## config.mk

```make
export PLATFORM = sky130hd
export DESIGN_NAME = pms_top
export DESIGN_NICKNAME = d
export VERILOG_FILES = /design/src/rtl/pms_pkg.sv /design/src/rtl/pms_ctl_if.sv /design/src/rtl/pms_clk_gater.sv /design/src/rtl/pms_top.sv
export VERILOG_INCLUDE_DIRS = /design/src /design/src/rtl
export SDC_FILE = /design/constraint.sdc
export NUM_CORES = 1
export LEC_CHECK = 0
export BUFFER_PORTS_ARGS = -buffer_cell sky130_fd_sc_hd__buf_2
export CORE_AREA = 2 2 82 68
export CTS_CLUSTER_SIZE = 40
export DETAILED_ROUTE_END_ITERATION = 12
export DIE_AREA = 0 0 84 70
export MAX_ROUTING_LAYER = met4
export PLACE_DENSITY = 0.51
export REMOVE_ABC_BUFFERS = 1
export SLEW_MARGIN = 10
export SYNTH_ARGS = -nofsm -noshare
export SYNTH_HDL_FRONTEND = slang
export SYNTH_SLANG_ARGS = --single-unit
```

## constraint.sdc

```tcl
create_clock -name clk -period 2.2 [get_ports clk]
set_input_delay 0.33 -clock clk [delete_from_list [all_inputs] [get_ports clk]]
set_output_delay 0.33 -clock clk [all_outputs]
set_load 0.02 [all_outputs]
```

## src/rtl/pms_cfg.svh

```systemverilog
//------------------------------------------------------------
// Behaviour
// - wait instruction triggers configured low-power entry
// - sleep maps to wait, deep-sleep to stop
// - run regulation in run, wait, stop
// - stop regulation in low-power modes, limit buses
// - run select field moves run to very-low-power run
// - from very-low-power run allow matching wait, stop
// - hold I/O states in every mode
// - normal run: full speed, run regulation
// - wait gates core clock only
// - stop classes gate buses after all acknowledges
// - very-low-power run restricts all clock frequencies
// - very-low-power wait gates core, restricted others
// - leakage stop lowers logic voltage, retains all
// - ram-kept stop powers logic off, keeps RAM
// - ram-off stops power down logic and RAM
// - osc-off stop kills oscillator, por per option
// - disallowed or reserved mode request is ignored
//------------------------------------------------------------
`ifndef PMS_CFG_SVH
`define PMS_CFG_SVH

// run mode select encodings
`define PMS_RUN_MODE_SELECT_NORMAL 2'h0
`define PMS_RUN_MODE_SELECT_VLP 2'h2
// stop mode select encodings
`define PMS_STOPM_NORMAL 3'h0
`define PMS_STOPM_VLP 3'h2
`define PMS_STOPM_LLS 3'h3
`define PMS_STOPM_VLLS 3'h4
// leakage stop sub-level encodings
`define PMS_VLLSM_OSC_OFF 2'h0
`define PMS_VLLSM_RAM_OFF 2'h1
`define PMS_VLLSM_RAM_KEPT 2'h3
// cycles between gating steps on entry and exit
`define PMS_STEP_CYC 4'h2

`endif

```

## src/rtl/pms_pkg.sv

```systemverilog
package pms_pkg;
   // power mode as reported to the outside
   typedef enum logic [3:0] {
      PMS_RUN, PMS_WAIT, PMS_STOP, PMS_VERY_LOW_POWER_RUN, PMS_VERY_LOW_POWER_WAIT, PMS_VERY_LOW_POWER_STOP,
      PMS_LLS, PMS_LEAKAGE_STOP_RAM_KEPT, PMS_LEAKAGE_STOP_RAM_OFF, PMS_VLLS0
   } pms_mode_e;
   // sequencer states
   typedef enum logic [2:0] {
      PMS_S_RUN, PMS_S_GATE_CORE, PMS_S_WAIT_ACK, PMS_S_LOW, PMS_S_UNGATE_BUS,
      PMS_S_UNGATE_CORE
   } pms_state_e;
endpackage

```

## src/rtl/pms_ctl_if.sv

```systemverilog
`timescale 1ns/10ps
// carries the gating requests from the top to the clock gater, and step_done back
interface pms_ctl_if;
   logic core_gate;
   logic bus_gate;
   logic step_done;
   modport seq (output core_gate, output bus_gate, input step_done);
   modport gater (input core_gate, input bus_gate, output step_done);
endinterface // pms_ctl_if

```

## src/rtl/pms_clk_gater.sv

```systemverilog
`timescale 1ns/10ps
`include "pms_cfg.svh"
// paces each gating step by a settle count
module pms_clk_gater
(
   // clock and reset
   input wire logic clk,
   input wire logic sys_rst,
   input wire logic clk_en,
   // request from sequencer
   pms_ctl_if.gater ctl
);
   logic [3:0] cnt_q;
   logic [3:0] cnt_d;
   logic core_q;
   logic core_d;
   logic bus_q;
   logic bus_d;
   //------------------------------------------------------------
   // settle counter
   //------------------------------------------------------------
   // restart the count whenever the requested gating changes
   always_comb
   begin
      core_d = ctl.core_gate;
      bus_d = ctl.bus_gate;
      if ((core_q != ctl.core_gate) || (bus_q != ctl.bus_gate))
      begin
         cnt_d = 4'h0;
      end
      else if (cnt_q != `PMS_STEP_CYC)
      begin
         cnt_d = cnt_q + 4'h1;
      end
      else
      begin
         cnt_d = cnt_q;
      end
   end
   // registers only
   always_ff @(posedge clk or posedge sys_rst)
   begin
      if (sys_rst)
      begin
         cnt_q <= 4'h0;
         core_q <= 1'b0;
         bus_q <= 1'b0;
      end
      else if (clk_en)
      begin
         cnt_q <= cnt_d;
         core_q <= core_d;
         bus_q <= bus_d;
      end
   end
   assign ctl.step_done = (cnt_q == `PMS_STEP_CYC) && (core_q == ctl.core_gate) &&
      (bus_q == ctl.bus_gate);
endmodule // pms_clk_gater

```

## src/rtl/pms_top.sv

```systemverilog
`timescale 1ns/10ps
`include "pms_cfg.svh"
// power mode sequencer top
module pms_top
   import pms_pkg::*;
#(
   parameter int NUM_ACK = 4
)
(
   // clock and reset
   input wire logic clk,
   input wire logic sys_rst,
   input wire logic clk_en,
   // processor
   input wire logic wait_instr,
   input wire logic sleep_deep,
   // mode configuration
   input wire logic [1:0] run_mode_select,
   input wire logic [2:0] stop_mode_select,
   input wire logic [1:0] vlls_level,
   input wire logic por_option_bit,
   input wire logic allow_vlp,
   input wire logic allow_lls,
   input wire logic allow_vlls,
   // wake and peripheral handshake
   input wire logic wake_event,
   input wire logic [NUM_ACK-1:0] stop_ack,
   output logic stop_req,
   // clocks, power and mode
   output logic core_clk_gate,
   output logic bus_clk_gate,
   output logic freq_limit,
   output logic stop_regulation,
   output logic logic_low_volt,
   output logic logic_power_off,
   output logic ram_power_off,
   output logic osc_disable,
   output logic por_enable,
   output logic io_hold,
   output pms_pkg::pms_mode_e power_mode
);
   import pms_pkg::*;
   pms_ctl_if ctl ();
   pms_state_e st_q;
   pms_state_e st_d;
   pms_mode_e mode_q;
   pms_mode_e mode_d;
   pms_mode_e run_q;
   pms_mode_e run_d;
   logic stop_req_q;
   logic stop_req_d;
   logic core_q;
   logic core_d;
   logic bus_q;
   logic bus_d;
   pms_mode_e target;
   logic target_ok;
   logic target_stop;
   logic all_ack;

   //------------------------------------------------------------
   // step pacing
   //------------------------------------------------------------
   pms_clk_gater u_gater
   (
      .clk(clk),
      .sys_rst(sys_rst),
      .clk_en(clk_en),
      .ctl(ctl.gater)
   );
   assign ctl.core_gate = core_q;
   assign ctl.bus_gate = bus_q;
   assign all_ack = &stop_ack;

   //------------------------------------------------------------
   // target mode decode
   //------------------------------------------------------------
   // pick the low-power mode the wait instruction asks for
   always_comb
   begin
      target = mode_q;
      target_ok = 1'b0;
      target_stop = 1'b0;
      if (!sleep_deep)
      begin
         // sleep lands in a wait class mode
         target = (mode_q == PMS_VERY_LOW_POWER_RUN) ? PMS_VERY_LOW_POWER_WAIT : PMS_WAIT;
         target_ok = 1'b1;
      end
      else
      begin
         target_stop = 1'b1;
         case (stop_mode_select)
            `PMS_STOPM_NORMAL:
            begin
               // deep sleep from slow run stays in the slow stop
               target = (mode_q == PMS_VERY_LOW_POWER_RUN) ? PMS_VERY_LOW_POWER_STOP : PMS_STOP;
               target_ok = 1'b1;
            end
            `PMS_STOPM_VLP:
            begin
               target = PMS_VERY_LOW_POWER_STOP;
               target_ok = allow_vlp;
            end
            `PMS_STOPM_LLS:
            begin
               target = PMS_LLS;
               target_ok = allow_lls && (mode_q == PMS_RUN);
            end
            `PMS_STOPM_VLLS:
            begin
               target_ok = allow_vlls && (mode_q == PMS_RUN);
               case (vlls_level)
                  `PMS_VLLSM_RAM_KEPT: target = PMS_LEAKAGE_STOP_RAM_KEPT;
                  `PMS_VLLSM_RAM_OFF: target = PMS_LEAKAGE_STOP_RAM_OFF;
                  `PMS_VLLSM_OSC_OFF: target = PMS_VLLS0;
                  default: target_ok = 1'b0;
               endcase
            end
            default:
            begin
               target_ok = 1'b0;
            end
         endcase
      end
   end

   //------------------------------------------------------------
   // sequencer
   //------------------------------------------------------------
   // entry gates core then buses, exit ungates in reverse
   //
   // state walk for a stop-class entry:
   //    run        - wait instruction taken, core gate raised, mode moves
   //    gate_core  - hold until the gater reports the core gate settled
   //    wait_ack   - stop request out, buses stay live until all acks
   //    low        - parked; low-volt, power-off and osc outputs decode only in this state
   //    ungate_bus - bus clocks back first so peripherals can resume
   //    ungate_core- core clock back last, mode returns to saved run
   //
   // a wait-class entry skips wait_ack: the bus gate never rises and
   // no stop request is raised, so peripherals keep running.
   //
   // hazards and limits:
   //    - the wait instruction is a level; if it still stands when the
   //      sequence lands back in run, the mode is entered again at once.
   //    - a wake that arrives before the gater settles is held off until
   //      the step is done, so a short wake pulse can be missed; wake
   //      sources are expected to hold their request.
   //    - a stop acknowledge that drops while waiting simply delays the
   //      bus gate; nothing times out here.
   //    - the leakage modes are left through the same wake path, which
   //      keeps the model simple; real silicon would reset instead.
   //    - the saved run mode lives in run_q, so a slow run that enters
   //      a wait or stop returns to slow run, not to full speed.
   //    - mode select inputs are read live in run; software must settle
   //      them before issuing the wait instruction.
   //    - io_hold is tied high because pin states are held in every
   //      mode, including the deepest ones.
   //
   // every register advances only while clk_en is high, so a low
   // enable freezes the sequence in whatever step it has reached.
   //
   always_comb
   begin
      st_d = st_q;
      mode_d = mode_q;
      run_d = run_q;
      stop_req_d = stop_req_q;
      core_d = core_q;
      bus_d = bus_q;
      case (st_q)
         PMS_S_RUN:
         begin
            if (wait_instr && target_ok)
            begin
               // enter the configured low-power mode
               run_d = mode_q;
               mode_d = target;
               core_d = 1'b1;
               st_d = PMS_S_GATE_CORE;
            end
            else if ((mode_q == PMS_RUN) && (run_mode_select == `PMS_RUN_MODE_SELECT_VLP) && allow_vlp)
            begin
               mode_d = PMS_VERY_LOW_POWER_RUN;
            end
            else if ((mode_q == PMS_VERY_LOW_POWER_RUN) && (run_mode_select == `PMS_RUN_MODE_SELECT_NORMAL))
            begin
               mode_d = PMS_RUN;
            end
         end
         PMS_S_GATE_CORE:
         begin
            if (ctl.step_done)
            begin
               if (target_stop)
               begin
                  stop_req_d = 1'b1;
                  st_d = PMS_S_WAIT_ACK;
               end
               else
               begin
                  st_d = PMS_S_LOW;
               end
            end
         end
         PMS_S_WAIT_ACK:
         begin
            // buses gate only once every peripheral agrees
            if (all_ack)
            begin
               bus_d = 1'b1;
               st_d = PMS_S_LOW;
            end
         end
         PMS_S_LOW:
         begin
            if (wake_event && ctl.step_done)
            begin
               bus_d = 1'b0;
               stop_req_d = 1'b0;
               st_d = PMS_S_UNGATE_BUS;
            end
         end
         PMS_S_UNGATE_BUS:
         begin
            if (ctl.step_done)
            begin
               core_d = 1'b0;
               st_d = PMS_S_UNGATE_CORE;
            end
         end
         PMS_S_UNGATE_CORE:
         begin
            if (ctl.step_done)
            begin
               mode_d = run_q;
               st_d = PMS_S_RUN;
            end
         end
         default:
         begin
            st_d = PMS_S_RUN;
         end
      endcase
   end
   // registers only
   always_ff @(posedge clk or posedge sys_rst)
   begin
      if (sys_rst)
      begin
         st_q <= PMS_S_RUN;
         mode_q <= PMS_RUN;
         run_q <= PMS_RUN;
         stop_req_q <= 1'b0;
         core_q <= 1'b0;
         bus_q <= 1'b0;
      end
      else if (clk_en)
      begin
         st_q <= st_d;
         mode_q <= mode_d;
         run_q <= run_d;
         stop_req_q <= stop_req_d;
         core_q <= core_d;
         bus_q <= bus_d;
      end
   end

   //------------------------------------------------------------
   // power and clock outputs
   //------------------------------------------------------------
   assign power_mode = mode_q;
   assign stop_req = stop_req_q;
   assign core_clk_gate = core_q;
   assign bus_clk_gate = bus_q;
   // run regulation in run, wait, stop; stop regulation elsewhere
   assign stop_regulation = !((mode_q == PMS_RUN) || (mode_q == PMS_WAIT) ||
      (mode_q == PMS_STOP));
   assign freq_limit = (mode_q == PMS_VERY_LOW_POWER_RUN) || (mode_q == PMS_VERY_LOW_POWER_WAIT) ||
      (mode_q == PMS_VERY_LOW_POWER_STOP);
   assign logic_low_volt = (mode_q == PMS_LLS) && (st_q == PMS_S_LOW);
   assign logic_power_off = ((mode_q == PMS_LEAKAGE_STOP_RAM_KEPT) || (mode_q == PMS_LEAKAGE_STOP_RAM_OFF) ||
      (mode_q == PMS_VLLS0)) && (st_q == PMS_S_LOW);
   assign ram_power_off = ((mode_q == PMS_LEAKAGE_STOP_RAM_OFF) || (mode_q == PMS_VLLS0)) &&
      (st_q == PMS_S_LOW);
   assign osc_disable = (mode_q == PMS_VLLS0) && (st_q == PMS_S_LOW);
   assign por_enable = !osc_disable || por_option_bit;
   assign io_hold = 1'b1;
endmodule // pms_top

```

; ---- Word level (Yosys, flattened, before mapping)
; Index checks and enable logic that the tools add are counted.
[op_classes]
addsub = 1
eq_ne = 36
mux = 32
reduce_logical = 43
[ops]
columns = cell, count
row1 = 4-bit 2-to-1 mux, 7
row2 = 3-bit 2-to-1 mux, 8
row3 = 3-bit one-hot mux with 6 select lines, 1
row4 = 4-bit by 3-bit equality test with 1-bit output (second input constant), 4
row5 = 4-bit one-hot mux with 4 select lines, 1
row6 = 2-bit inequality test (second input constant), 7
row7 = 1-bit logical AND, 13
row8 = 3-bit by 2-bit equality test with 1-bit output (second input constant), 4
row9 = 4-bit by 2-bit equality test with 1-bit output (second input constant), 3
row10 = 4-bit one-hot mux with 3 select lines, 1
row11 = 4-bit AND reduction, 3
row12 = 2-bit nonzero test, 5
row13 = 3-bit equality test (second input constant), 3
row14 = 1-bit logical OR, 9
row15 = 1-bit 2-to-1 mux, 9
row16 = 4-bit equality test (second input constant), 2
row17 = 4-bit one-hot mux with 2 select lines, 1
row18 = 7-bit by 3-bit inequality test with 1-bit output (second input constant), 1
row19 = 7-bit inequality test (second input constant), 1
row20 = 7-bit AND reduction, 1
row21 = 3-bit logical NOT, 2
row22 = 1-bit one-hot mux with 2 select lines, 3
row23 = 6-bit AND reduction, 1
row24 = 5-bit AND reduction, 1
row25 = other kinds (16), 21
[totals]
reg_bits = 20
input_bits = 21

; ---- Logic depth before layout (Yosys ltp)
[depth]
word_depth = 8
ltp_mapped = 9
ltp_nobuf = 8

; ---- Hierarchy
; From an unflattened synthesis, not the netlist that was laid out.
[unflattened]
cells_unflattened = 155
hier_area_um2 = 1403.8
[by_module_without_submodules]
columns = module, n_inst, cells_each, area_each_um2
row1 = pms_top, 1, 123, 1041.0
row2 = pms_clk_gater, 1, 32, 362.8

; ---- Least setup slack after synthesis
; OpenSTA, ideal clock, no wires.
[synth_timing]
path_type = register to register
startpoint = register mode_q[3], in the netlist power_mode[3]
endpoint = register mode_q[1], in the netlist power_mode[1]
t_arrival_ps = 1863
t_required_ps = 2075
slack_ps = 213
stages_incl_launch_ff = 8
n_path_buf = 1
path_cell_list = dfrtp_1 -> buf_6 -> and4bb_4 -> a2bb2oi_2 -> nor2_1 -> o31a_1 -> a211o_1 -> mux2_2
[synth_between]
elab_chain_cells = 8
[synth_rtl]
columns = element, line
row1 = from (decl), pms_top.sv:46  ; pms_mode_e mode_q;
row2 = from (signal assigned), pms_top.sv:262  ; mode_q <= mode_d;
row3 = 4-bit logical NOT, "pms_top.sv:108, pms_top.sv:112, pms_top.sv:183"
row4 = 1-bit logical AND, pms_top.sv:112  ; target_ok = allow_vlls && (mode_q == PMS_RUN);
row5 = 1-bit 2-to-1 mux, pms_top.sv:113  ; case (vlls_level)
row6 = 1-bit one-hot mux with 4 select lines, pms_top.sv:93  ; case (stop_mode_select)
row7 = 1-bit 2-to-1 mux, pms_top.sv:84  ; if (!sleep_deep)
row8 = 1-bit logical AND, pms_top.sv:175  ; if (wait_instr && target_ok)
row9 = 7-bit by 3-bit inequality test with 1-bit output (no line) (tied with other cells), -
row10 = 6-bit AND reduction (no line) or 4-bit one-hot mux with 2 select lines (tied branches), -
; Parallel ways exist; a longest one is shown, timed or not.
; A chain may end at the register's enable or synchronous reset.

; ---- Worst setup path in the final report
[layout_timing]
startpoint = register mode_q[1], in the netlist power_mode[1]
endpoint = register run_q[3]
[layout_between]
elab_chain_cells = 7
[layout_rtl]
columns = element, line
row1 = 4-bit logical NOT *, "pms_top.sv:108, pms_top.sv:112"
row2 = 1-bit logical AND, pms_top.sv:112
row3 = 1-bit 2-to-1 mux, pms_top.sv:113
row4 = 1-bit one-hot mux with 4 select lines *, pms_top.sv:93
row5 = 1-bit 2-to-1 mux *, pms_top.sv:84
row6 = 1-bit logical AND *, pms_top.sv:175
row7 = 3-bit AND reduction (no line) *, -
row8 = to (signal assigned), pms_top.sv:263  ; run_q <= run_d;
row9 = to (decl), pms_top.sv:48  ; pms_mode_e run_q;
; Every way passes the cells marked *; elsewhere a longest branch is shown, timed or not.

==> metrics <==
Setup crit end kind=register; Cells after DPL=between 200 and 300; Die ar.=a little under 6000 µm²; number of antenna violations at the first check in global routing=0; CP Class=register to register; largest net degree at the start of global routing=21; worst slew pin tran=around 0.8 ns; Area growth syn-to-layout=19.5%; Overall Power=about 1.7 mW; maxcap violations=0; Int Pwr=just over 1 mW; status=finished clean; Top FF cell, synth=dfrtp_1; worst-skew pair later-pin latency=~0.26 ns; Sw Share=around two fifths; final setup fails=0; total routed wirelength=between 3000 and 4000 µm; Flop pwr share=34.7%; post-route insts no fill=265; Die Span Y=approximately 70 µm; final slew viol count=0; H-tree depth=1; CP arrival=~2.1 ns; GPL Wtd Cong=0.755; Comb power frac=between 40% and 50%; detailed router's first-iteration violation count=between 70 and 80; First-pass DRT Iterations=4; row cnt=24; unrepaired setup endpoints after global routing=false; die width=84 µm; drt via density=~5.0; vias in the first global route=about 1,400; Max FO, Critical Path=11; gr ovfl total=0; CTS sink count=20; Final Skew=approximately 0.0012 ns; Psw=roughly 0.73 mW; Synth Instances=~170; Post-CTS Setup Inserts=0; yosys warns=0; Critical Path RT=about 2.4 ns; Mean Syn Cell Area=around 9 µm²; async set-reset flop share out of synthesis=100%; Final Cell Area=1770 µm²; Pwr per Cell Area=a little under 1000 nW/µm²; Worst Hold Class=primary input to asynchronous set/reset pin; clock root buffer=clkbuf_8; Bufs on Longest Clock Path=2; CTS tree=built; setup TNS=0 ns; Global Route Usage Sum=a little over an eighth; worst-case vdd ir drop=roughly 0.54 mV; HPWL Detailed=2630 µm; final count of hold timing violations=0; number of diodes=0; EDFF count, synth=0; Worst Setup Start Kind=register; Fmax=about 500 MHz; FF+latch count, synth=20; via count=~1,300; drt drc=0; Core Area=just over 5000 µm²; Post-DP Area=~1700 µm²; nets@finish=roughly 220; I/O pin cnt=36; Worst Hold Margin=0.209 ns; Final min period=approximately 2 ns; PortBufs=34; clock share of power=16.5%; Routed WL per cell=roughly 13 µm; Yosys cell types=between 50 and 60; post-synthesis instance area=about 1500 µm²; clk slew on worst S/H paths=about 0.080 ns; first-pass GRT wire length=6250 µm; sequential area share after synthesis=between 30% and 40%; Initial Util=28.5%; CTS Buf Count=3; antenna viol nets, final=0; final worst path period share=between 90% and 100%; Max-Slew Margin vs Limit=between 40% and 50%; share of layout cells above drive strength 1=between 30% and 40%; leakage=around 0.80 nW
==> final cells by class <==
cell class / instances / area (µm²)
Inverter: 7 / 26.3
Timing Repair Buffer: 40 / 215
Clock buffer: 4 / 55.1
Sequential cell: 20 / 500
Multi-Input combinational cell: 129 / 893
Tap cell: 65 / 81.3
Fill cell: 564 / 3420
==> kinds of logic (layout without fill, tap and decap cells) <==
| family | count (synthesis) | after routing | share of synthesized area [%] |
|---|---|---|---|
| mux | 13 | 13 | 9.79 |
| flops | 20 | 20 | 33.8 |
| other cells | 1 | 1 | 0.253 |
| simple gates | 66 | 66 | 24.1 |
| xor+xnor | 2 | 2 | 1.18 |
| fa+ha+maj | 2 | 2 | 1.69 |
| buf+inv | 17 | 51 | 6.16 |
| compound gates | 45 | 45 | 23.0 |
==> per-layer routing <==
| metal | track usage, % | part of all wire (%) | up-vias |
|---|---|---|---|
| li1 | - | - | 674 |
| met5 | - | 0 | - |
| met3 | 2.48 | 3.0 | 4 |
| met4 | 2.15 | 0.88 | 0 |
| met2 | 21.5 | 46 | 22 |
| met1 | 17.8 | 50 | 632 |
==> path summary, 6_finish.rpt <==
kind                                     from  endpoint  slack [ns]  depth (start not counted)
min in group clk                   wake_event   st_q[2]        0.37                          3
worst min register to register       run_q[1]  run_q[1]        0.51                          1
worst max register to register  power_mode[1]  run_q[3]        0.22                          4
worst min-delay path                  sys_rst  run_q[0]        0.21                          2
worst max-delay path            power_mode[1]  run_q[3]        0.22                          4
max in group asynchronous             sys_rst  stop_req        1.49                          2
==> timing repair <==
action / CTS / global route
endpoints found under the setup margin: 0 / 1
hold buffers: 0 / 0
resized for setup: 0 / 1
==> synthesized netlist by cell type (all sizes together) (2+ instances only) <==
cell type,number,area share (%)
ha,2,1.7
nand2,21,5.3
nor2,14,3.7
nor2b,3,1.3
buf,8,3.9
a21oi,7,2.4
o21ai,15,5.3
inv,7,1.8
mux2,12,9.1
dfrtp,20,34
o31ai,2,1.0
nand4,2,0.84
nor3,5,1.7
a31oi,5,2.5
and2,4,1.7
nand3,4,1.4
and4bb,2,1.9
clkbuf,2,0.51
nand2b,4,2.2
xnor2,2,1.2
a22o,2,1.2
and3,2,0.84
==> sequential cells by signal, indices dropped and copies added (netlist names), 3 cells and up <==
name / count
power_mode: 4
run_q: 4
u_gater.cnt_q: 4
st_q: 3
==> through the flow <==
| stage | util [%] | setup WS (ns) |
|---|---|---|
| 5_1_grt | 34.1 | 0.0214 |
| 3_3_place_gp | 33.0 | 0.195 |
| 6_report | 34.1 | 0.217 |
| 4_1_cts | 34.1 | 0.195 |
| 3_5_place_dp | 33.0 | 0.184 |
| 2_1_floorplan | - | 0.250 |
==> cells in the final DEF (no fill, tap or decap), types with 2 or more instances in the layout <==
cell      netlist  layout
buf_2           4      34
nand2_1        21      21
dfrtp_1        20      20
o21ai_0        14      14
nor2_1         13      13
mux2_2          8       8
inv_1           7       7
a21oi_1         7       7
buf_4           2       6
nor3_1          5       5
nand3_1         4       4
a31oi_1         4       4
mux2_1          4       4
clkbuf_8        0       4
nand2b_1        3       3
and2_1          3       3
xnor2_1         2       2
o31ai_1         2       2
nand4_1         2       2
nor2b_1         3       2
and3_1          2       2
a22o_1          2       2
ha_1            2       2
==> critical path, stage by stage (launching register included) <==
cell and delay (ns):
dfrtp_1 0.50, nor4_2 0.45, o21ai_2 0.18, a211oi_4 0.37, mux2_2 0.38
==> power groups by stage <==
stage / combinational, mW / sequential, mW / clock [mW]
finish: 0.848 / 0.604 / 0.286
global route: 0.967 / 0.631 / 0.308
CTS: 0.854 / 0.607 / 0.292
detailed placement: 0.851 / 0.612 / 0
global placement: 0.858 / 0.610 / 0
floorplan: 0.496 / 0.673 / 0
No activity file was read; power rests on OpenSTA's default activity.
